`config.mk`:
```
export PLATFORM = sky130hd
export DESIGN_NAME = bswv_sleep_wake
export DESIGN_NICKNAME = d
export VERILOG_FILES = /design/src/hdl/bswv_pkg.sv /design/src/hdl/bswv_sleep_wake.sv
export SDC_FILE = /design/constraint.sdc
export NUM_CORES = 1
export LEC_CHECK = 0
export BUFFER_PORTS_ARGS = -buffer_cell sky130_fd_sc_hd__buf_2
export CAP_MARGIN = 10
export CORE_MARGIN = 4
export CORE_UTILIZATION = 35
export CTS_CLUSTER_SIZE = 28
export DETAILED_ROUTE_END_ITERATION = 10
export SKIP_LAST_GASP = 1
export SLEW_MARGIN = 20
export SYNTH_ARGS = -nofsm -noshare
export SYNTH_HDL_FRONTEND = slang
export SYNTH_SLANG_ARGS = --single-unit
```
`constraint.sdc`:
```
create_clock -name clock -period 3.05 [get_ports clock]
set_input_delay 0.61 -clock clock [delete_from_list [all_inputs] [get_ports clock]]
set_output_delay 0.61 -clock clock [all_outputs]
set_load 0.1 [all_outputs]
```
`src/hdl/bswv_pkg.sv`:
```
package bswv_pkg;

  // ----------------------------------------------------------------
  // Timing
  // ----------------------------------------------------------------
  localparam int unsigned CLOCK_MHZ          = 200;
  localparam int unsigned SLEEP_TIMEOUT_US   = 100;   // Sleep entry timeout, microseconds
  localparam int unsigned WAKE_DELAY_US      = 1;     // Wake delay, microseconds
  // Sleep entry is a least time: round up
  localparam int unsigned SLEEP_TIMEOUT_CYC  = (SLEEP_TIMEOUT_US * CLOCK_MHZ);
  // Wake delay is a longest time: round down, at least one
  localparam int unsigned WAKE_DELAY_CYC_RAW = (WAKE_DELAY_US * CLOCK_MHZ);
  localparam int unsigned WAKE_DELAY_CYC     = (WAKE_DELAY_CYC_RAW < 1) ? 1 : WAKE_DELAY_CYC_RAW;
  localparam int unsigned WAKE_CNT_W         = 8;
  localparam int unsigned SLEEP_CNT_W        = 16;

  // ----------------------------------------------------------------
  // Reset values and threshold modes
  // ----------------------------------------------------------------
  localparam logic [2:0] GATE_RESET = 3'h0;
  localparam logic       FAULT_RESET = 1'h0;

  typedef enum logic [2:0] {
    BSWV_THR_OFF      = 3'h1,   // Below disable level
    BSWV_THR_EXTERNAL = 3'h2,   // Analog window, follow pin
    BSWV_THR_INTERNAL = 3'h4    // Above pull-up level
  } bswv_thr_e;

  typedef enum logic [2:0] {
    BSWV_RUN   = 3'h1,
    BSWV_SLEEP = 3'h2,
    BSWV_WAKE  = 3'h4
  } bswv_state_e;

endpackage

```
`src/hdl/bswv_sleep_wake.sv`:
```
`timescale 1ns/100ps
// Behaviour
// - All six commands low for the full timeout puts the device asleep.
// - Asleep, every gate output and the fault output float.
// - Any command high wakes the device within the wake delay.
// - Sleep exists only without regulator; otherwise all-low changes nothing.
// - High gate output high turns the high MOSFET on, low turns off.
// - Threshold input below disable level suppresses drain fault reporting.
// - Threshold input above pull-up level selects the internal drain threshold.
// - Threshold input in analog window makes the threshold track that voltage.
// - Both commands high on a phase drive both gates low.
// - Drain fault while a gate is on raises fault, gates unaffected.
module bswv_sleep_wake #(
  parameter int unsigned SLEEP_CYCLES = bswv_pkg::SLEEP_TIMEOUT_CYC  // Sleep entry count
) (
  input  wire logic       clock,              // 200 MHz clock
  input  wire logic       rst_n,              // Async reset, active low
  input  wire logic       hasRegulator,       // Strap: regulator variant, no sleep
  input  wire logic [2:0] highSideCmd,        // High-side commands, phases A..C
  input  wire logic [2:0] lowSideCmd,         // Low-side commands, phases A..C
  input  wire logic       levelBelowDisable,  // Threshold input under disable level
  input  wire logic       levelAbovePullup,   // Threshold input over pull-up level
  input  wire logic [5:0] drainOverExternal,  // Drain voltage above applied level
  input  wire logic [5:0] drainOverInternal,  // Drain voltage above internal level
  output logic      [2:0] highGateOut,        // High-side gate drive
  output logic      [2:0] highGateOe,         // High-side gate driven, else float
  output logic      [2:0] lowGateOut,         // Low-side gate drive
  output logic      [2:0] lowGateOe,          // Low-side gate driven, else float
  output logic            faultOut,           // Fault, active high
  output logic            faultOe,            // Fault driven, else float
  output logic            asleep              // Device in sleep
);

  // ----------------------------------------------------------------
  // Declarations
  // ----------------------------------------------------------------
  bswv_pkg::bswv_state_e                   state_reg;
  bswv_pkg::bswv_state_e                   state_next;
  bswv_pkg::bswv_thr_e                     thrMode;
  logic [bswv_pkg::SLEEP_CNT_W-1:0]        sleepCnt_reg;
  logic [bswv_pkg::WAKE_CNT_W-1:0]         wakeCnt_reg;
  logic                                    anyHigh;
  logic                                    sleepDone;
  logic [2:0]                              highNext;
  logic [2:0]                              lowNext;
  logic [5:0]                              gateOn;
  logic [5:0]                              drainOver;
  logic                                    faultNext;

  // Lock-out: a phase with both commands high drives both gates low
  function automatic logic [2:0] lockHigh(input logic [2:0] hi, input logic [2:0] lo);
    lockHigh = hi & ~lo;
  endfunction

  assign anyHigh   = |{highSideCmd, lowSideCmd};
  assign sleepDone = (sleepCnt_reg == SLEEP_CYCLES[bswv_pkg::SLEEP_CNT_W-1:0] - 16'h0001);

  // ----------------------------------------------------------------
  // Sleep timer
  // ----------------------------------------------------------------
  // Restarts on any high so only an unbroken all-low interval counts
  always_ff @(posedge clock or negedge rst_n) begin
    if (!rst_n) begin
      sleepCnt_reg <= 16'h0000;
    end else if (anyHigh || hasRegulator || state_reg != bswv_pkg::BSWV_RUN) begin
      sleepCnt_reg <= 16'h0000;
    end else if (!sleepDone) begin
      sleepCnt_reg <= sleepCnt_reg + 16'h0001;
    end
  end

  // ----------------------------------------------------------------
  // Mode machine
  // ----------------------------------------------------------------
  // Wake passes through a short settle; the regulator strap forces run
  always_comb begin
    state_next = state_reg;
    unique case (state_reg)
      bswv_pkg::BSWV_RUN: begin
        if (sleepDone && !anyHigh && !hasRegulator) begin
          state_next = bswv_pkg::BSWV_SLEEP;
        end
      end
      bswv_pkg::BSWV_SLEEP: begin
        if (anyHigh || hasRegulator) begin
          state_next = bswv_pkg::BSWV_WAKE;
        end
      end
      bswv_pkg::BSWV_WAKE: begin
        if (wakeCnt_reg == 8'h00) begin
          state_next = bswv_pkg::BSWV_RUN;
        end
      end
      default: state_next = bswv_pkg::BSWV_RUN;
    endcase
  end

  always_ff @(posedge clock or negedge rst_n) begin
    if (!rst_n) begin
      state_reg <= bswv_pkg::BSWV_RUN;
    end else begin
      state_reg <= state_next;
    end
  end

  // Wake counter: kept well under the wake delay
  always_ff @(posedge clock or negedge rst_n) begin
    if (!rst_n) begin
      wakeCnt_reg <= 8'h00;
    end else if (state_reg == bswv_pkg::BSWV_SLEEP) begin
      wakeCnt_reg <= 8'h01;
    end else if (wakeCnt_reg != 8'h00) begin
      wakeCnt_reg <= wakeCnt_reg - 8'h01;
    end
  end

  // ----------------------------------------------------------------
  // Gate drive
  // ----------------------------------------------------------------
  assign highNext = lockHigh(highSideCmd, lowSideCmd);
  assign lowNext  = lockHigh(lowSideCmd, highSideCmd);

  // Gates held low during wake settle; floated while asleep
  always_ff @(posedge clock or negedge rst_n) begin
    if (!rst_n) begin
      highGateOut <= bswv_pkg::GATE_RESET;
      lowGateOut  <= bswv_pkg::GATE_RESET;
      highGateOe  <= 3'h7;
      lowGateOe   <= 3'h7;
      asleep      <= 1'b0;
    end else begin
      highGateOut <= (state_next == bswv_pkg::BSWV_RUN) ? highNext : 3'h0;
      lowGateOut  <= (state_next == bswv_pkg::BSWV_RUN) ? lowNext : 3'h0;
      highGateOe  <= (state_next == bswv_pkg::BSWV_SLEEP) ? 3'h0 : 3'h7;
      lowGateOe   <= (state_next == bswv_pkg::BSWV_SLEEP) ? 3'h0 : 3'h7;
      asleep      <= (state_next == bswv_pkg::BSWV_SLEEP);
    end
  end

  // ----------------------------------------------------------------
  // Drain monitor
  // ----------------------------------------------------------------
  always_comb begin
    if (levelBelowDisable) begin
      thrMode = bswv_pkg::BSWV_THR_OFF;
    end else if (levelAbovePullup) begin
      thrMode = bswv_pkg::BSWV_THR_INTERNAL;
    end else begin
      thrMode = bswv_pkg::BSWV_THR_EXTERNAL;
    end
  end

  // Comparators are analog; only the selection lives here
  assign gateOn    = {highGateOut, lowGateOut};
  assign drainOver = (thrMode == bswv_pkg::BSWV_THR_INTERNAL) ? drainOverInternal
                                                             : drainOverExternal;
  assign faultNext = (thrMode != bswv_pkg::BSWV_THR_OFF) && |(gateOn & drainOver);

  always_ff @(posedge clock or negedge rst_n) begin
    if (!rst_n) begin
      faultOut <= bswv_pkg::FAULT_RESET;
      faultOe  <= 1'b1;
    end else begin
      faultOut <= faultNext;
      faultOe  <= (state_next != bswv_pkg::BSWV_SLEEP);
    end
  end

  // ----------------------------------------------------------------
  // Checks
  // ----------------------------------------------------------------
  chk_sleep_entry: assert property (@(posedge clock) disable iff (!rst_n)
    sleepDone && !anyHigh && !hasRegulator && state_reg == bswv_pkg::BSWV_RUN
      |=> asleep)
    else $error("sleep not entered after timeout");

  chk_sleep_float: assert property (@(posedge clock) disable iff (!rst_n)
    asleep |-> (highGateOe == 3'h0 && lowGateOe == 3'h0 && !faultOe))
    else $error("outputs driven while asleep");

  chk_wake_bound: assert property (@(posedge clock) disable iff (!rst_n)
    (state_reg == bswv_pkg::BSWV_SLEEP && anyHigh) |-> ##[1:3] !asleep && highGateOe == 3'h7)
    else $error("wake too slow");

  chk_regulator_nosleep: assert property (@(posedge clock) disable iff (!rst_n)
    hasRegulator && $past(hasRegulator) |=> !asleep)
    else $error("sleep on regulator variant");

  chk_high_drive: assert property (@(posedge clock) disable iff (!rst_n)
    (state_reg == bswv_pkg::BSWV_RUN && state_next == bswv_pkg::BSWV_RUN)
      |=> highGateOut == $past(highNext))
    else $error("high gate not following command");

  chk_drain_off: assert property (@(posedge clock) disable iff (!rst_n)
    levelBelowDisable |=> !faultOut)
    else $error("drain fault while disabled");

  chk_internal_thr: assert property (@(posedge clock) disable iff (!rst_n)
    (levelAbovePullup && !levelBelowDisable && |(gateOn & drainOverInternal)) |=> faultOut)
    else $error("internal threshold ignored");

  chk_external_thr: assert property (@(posedge clock) disable iff (!rst_n)
    (!levelAbovePullup && !levelBelowDisable && (gateOn & drainOverExternal) == 6'h00)
      |=> !faultOut)
    else $error("fault without external threshold crossing");

  chk_phase_lockout: assert property (@(posedge clock) disable iff (!rst_n)
    (highGateOut & lowGateOut) == 3'h0)
    else $error("both gates of a phase on");

  chk_fault_keeps_gates: assert property (@(posedge clock) disable iff (!rst_n)
    (faultOut && state_reg == bswv_pkg::BSWV_RUN && state_next == bswv_pkg::BSWV_RUN)
      |=> highGateOut == $past(highNext))
    else $error("fault disabled a gate");

  chk_timer_restart: assert property (@(posedge clock) disable iff (!rst_n)
    anyHigh |=> sleepCnt_reg == 16'h0000)
    else $error("sleep timer not restarted");

endmodule

```
Word-level counts from Yosys, hierarchy flattened

Index checks and enable logic that the tools add are counted.
W data, S select, Z words.

Bits in registers: 39
Bits in latches: 0
Memories kept: 0
Word-level logic and storage cells: 53
Bits in read-only memories: 0
Input port bits: 23
RAM bits: 0

Mux-type cells: 14
Div/mod/pow operators: 0
Bitwise gates (word level): 5
Multipliers: 0
Shift operators: 0
Magnitude comparators: 0
Equal/unequal tests: 11
Reduce and logical (&&, ||, !) cells: 12
Add/sub/neg operators: 2

Operators by type and width:

| operator                | number |
|---|---|
| $mux W16                | 2 |
| $mux W3                 | 8 |
| $add A16 B1 Y16 const B | 1 |
| $eq A16 B15 Y1 const B  | 1 |
| $mux W8                 | 2 |
| $reduce_or A6 Y1        | 2 |
| $pmux W3 S3             | 1 |
| $logic_not A8 Y1        | 1 |
| $reduce_bool A8 Y1      | 1 |
| $sub A8 B1 Y8 const B   | 1 |
| $and A3 B3 Y3           | 2 |
| $and A6 B6 Y6           | 1 |
| $eq A3 B1 Y1 const B    | 2 |
| $eq A3 B2 Y1 const B    | 2 |
| $eq A3 B3 Y1 const B    | 2 |
| $mux W6                 | 1 |
| $ne A3 B1 Y1 const B    | 2 |
| $not A3 Y3              | 2 |
| $logic_and A1 B1 Y1     | 3 |
| $ne A3 B2 Y1 const B    | 1 |
| $logic_not A1 Y1        | 2 |
| $logic_or A1 B1 Y1      | 2 |
| $ne A2 B1 Y1 const B    | 1 |
| $reduce_bool A2 Y1      | 1 |

Depth between registers and ports, before layout

Depth after elaboration: 8
Mapped depth: 6

Least setup slack after synthesis

OpenSTA, ideal clock, no wires.

Path kind: flip-flop to output port
Start: register lowGateOe[1] (netlist name)
End: output highGateOe[0]
Setup slack: 1172 ps
Cell stages (with the launch flop): 2
Required time: 2440 ps
Path buffers: 1
Arrival: 1268 ps
Path through: dfstp_2 > buf_4

RTL lines:

| element   | RTL line              | text |
|---|---|---|
| to (decl) | bswv_sleep_wake.sv:26 | `output logic [2:0] highGateOe,` |

Worst setup path in the final report

Start: register wakeCnt_reg[0] (netlist bit)
End: register highGateOut[2]

Cells in the longest elaborated chain, start to end: 5

RTL lines:

| element                | RTL line               | text |
|---|---|---|
| from (decl)            | bswv_sleep_wake.sv:41  | `logic [bswv_pkg::WAKE_CNT_W-1:0] wakeCnt_reg;` |
| from (signal assigned) | bswv_sleep_wake.sv:113 | `wakeCnt_reg <= wakeCnt_reg - 8'h01;` |
| $logic_not A8 Y1       | bswv_sleep_wake.sv:90  | `if (wakeCnt_reg == 8'h00) begin` |
| $mux W3                | bswv_sleep_wake.sv:90  |  |
| $pmux W3 S3            | bswv_sleep_wake.sv:78  | `unique case (state_reg)` |
| $eq A3 B1 Y1           | bswv_sleep_wake.sv:132 | `highGateOut <= (state_next == bswv_pkg::BSWV_RUN) ? highNext : 3'h0;` |
| $mux W3                | bswv_sleep_wake.sv:132 |  |
| to (signal assigned)   | bswv_sleep_wake.sv:126 | `highGateOut <= bswv_pkg::GATE_RESET;` |
| to (signal assigned)   | bswv_sleep_wake.sv:132 |  |
| to (decl)              | bswv_sleep_wake.sv:25  | `output logic [2:0] highGateOut,` |

No other way between the ends.
A chain may end at the register's enable or synchronous reset.

==> impl_metrics.csv <==
group,metric,value,unit
sta,worstMarginPinSlew,0.8027,ns
worst_setup_path,slowest_delay,0.44,ns
final_layout,mostFrequentLayoutCells,"buf_2, dfrtp_1, nor2_1",
die,dieArea,6705,um2
die,rows,26,
placement,post_dp_cell_area,2126,um2
detailed_routing,wl_per_cell,12.63,um
detailed_routing,avgViaCountPerCell,5.003,
final_layout,drive_gt1_frac,0.2982,
power,p_leak,0.9466,nW
worst_setup_path,start_kind,"flip-flop",
clocking,clk_latency,0.28,ns
detailed_routing,drc,0,
final_layout,syn2layout_area_growth,15.32,%
sta,slew_violations,0,
placement,dp.final_hpwl,2654,um
synthesis,synth_top_flop_cell,"dfrtp_1",
worst_setup_path,worstPathCellList,"inv_1 > ha_1 > nor3b_1 > nand2_2 > a31o_4 > nor3b_2",
clocking,cts_buffer_depth,2,
detailed_routing,dr.pass1.iters,4,
placement,place_ws,0.9351,ns
synthesis,syn-cell-area,1911,um2
synthesis,synthArstFlopShare,1.000,
synthesis,synth-edff-count,0,
clocking,path_clk_slew,0.07,ns
synthesis,yosysUniqueCellTypes,47,
final_layout,final_common_cell,"buf_2",
synthesis,syn_inst,182,
final_layout,utilization,0.4233,
flow_run,maxCapViolations,0,
sta,finalSetupViolCount,0,
sta,finalClockSkew,0.002452,ns
worst_hold_path,min_path_type,"in2async",
sta,min_period_over_period,0.6190,
die,initial_utilization,0.3671,
clocking,numClockSinks,36,
die,io_pins,38,
placement,dpl.cell_count,281,
global_route,grt_max_degree,37,
global_route,grt_pass1_vias,1357,
clocking,cts.hold.buffers_added,0,
die,fp.dieH,81.89,um
global_route,antenna_found_initial,0,
synthesis,syn_nets,207,
synthesis,avgSynthCellArea,10.50,um2
global_route,grt_pass1_wl,6189,um
final_layout,fin_area,2203,um2
synthesis,yosysTopAreaCell,"dfrtp_1",
power,power.density,405.3,nW/um2
synthesis,synth.area.top_cells,"dfrtp_1, nor3b_2, nor2_1",
synthesis,yosysTopAreaCellShare,0.4453,
detailed_routing,drt_iter0_markers,92,
global_route,grt_use_total,0.1196,
detailed_routing,wl,3636,um
global_route,overflow,0,
die,die_w,81.89,um
power,max-vdd-ir-drop,154.6,uV
clocking,root_buffer,"clkbuf_8",
sta,fmax,529.7,MHz
run_status,run_status,"complete, no violations",
placement,io_buffers,37,
synthesis,synth_warnings,0,
placement,gp_congestion,0.7605,
worst_setup_path,worstPathArrival,2.10,ns
final_layout,nets,243,
sta,setup_ws,1.162,ns
clocking,cts_setup_buffers,0,
synthesis,synth-seq-cells,36,
detailed_routing,ant_nets,0,
final_layout,largest_reg_flops,16,
sta,max_slew_margin,0.4649,
sta,finalHoldViolCount,0,
worst_setup_path,endpoint_kind,"flip-flop",
worst_setup_path,criticalPathCategory,"reg2reg",
worst_setup_path,required,3.26,ns
worst_setup_path,cp_max_fo,7,
final_layout,layout.cells.non_filler,288,
detailed_routing,vias,1441,
sta,layout_min_cycle_time,1.888,ns
die,core_area,5205,um2
clocking,postCtsResizedCells,0,
final_layout,antenna_cells,0,
sta,finalSetupTns,0,ns
synthesis,ys_seq_area_frac,0.4728,
clocking,cts_tree,"built",
sta,rsz0062_at_grt,"no",
clocking,cts_max_level,2,
worst_setup_path,critPathSlowestCell,"dfrtp_1",
clocking,cts_buffers,5,
cells by family after synthesis:
kind of cell,after synthesis,synth area share
adders and majority gates,2,0.01310
buffers and inverters,13,0.04190
and+or+nand+nor,86,0.2895
DFF,36,0.4728
xor gates and xnor gates,12,0.05501
AOI/OAI and AO/OA,27,0.09365
muxes,6,0.03405
where the power goes:
| group | switching (mW) | leakage, nW | internal (mW) |
|---|---|---|---|
| Combinational | 0.0650 | 0.417 | 0.0247 |
| Clock | 0.163 | 0.0410 | 0.155 |
| Sequential | 0.00262 | 0.489 | 0.483 |
per-stage QoR:
stage / hold slack [ns] / power (mW)
finish: 0.4148 / 0.8929
global route: 0.4811 / 0.9286
CTS: 0.4444 / 0.9078
detailed placement: 0.5250 / 0.5859
global placement: 0.5316 / 0.5849
floorplan: 0.3144 / 0.5510
worst max-delay path, delay by kind of cell, from the launching register on:
| kind | cells | cell delay (ns) |
|---|---|---|
| fa+ha+maj | 1 | 0.19 |
| flops | 1 | 0.44 |
| buf+inv | 1 | 0.08 |
| compound gates | 1 | 0.33 |
| simple gates | 3 | 0.78 |
cell usage after synthesis (2+ instances only):
cell type	number
nand2_1	7
inv_1	4
o21ai_0	6
a31oi_1	2
nor4_1	3
dfstp_2	2
ha_1	2
nand4_1	8
mux2i_1	2
mux2_2	4
nor3b_2	7
buf_4	6
and4_1	4
a21oi_1	9
or3_1	6
nand3_1	5
a22oi_1	2
xnor2_1	5
nor3_1	6
xor2_1	7
nand3b_1	3
nor2_1	22
dfrtp_1	34
o22ai_1	2
nor2b_1	2
metal layers:
metal,routed length [um],up-vias,GRT usage
met5,0,-,0
met4,44,0,0.03488
met3,266,7,0.03509
met2,1556,37,0.1850
met1,1769,662,0.1618
li1,-,735,-
layout make-up:
class	count	area [um2]
repair buffers	38	192.7
fillers	526	3002
multi-input cells	133	927.1
inverters	4	15.01
flip-flops and latches	36	903.4
clock inverters	1	5.005
well taps	70	87.58
clock buffers	6	72.57
final timing paths:
path / from / end / slack, ns / cells past startpoint
setup / recovery: wakeCnt_reg[0] / highGateOut[2] / 1.16 / 6
hold / removal: rst_n / sleepCnt_reg[14] / 0.41 / 1
setup reg to reg: wakeCnt_reg[0] / highGateOut[2] / 1.16 / 6
hold reg to reg: state_reg[0] / state_reg[2] / 0.54 / 1
max in group asynchronous: rst_n / wakeCnt_reg[5] / 2.13 / 1
min in group clock: levelBelowDisable / faultOut / 0.49 / 2
(Power assumes the default switching activity.)
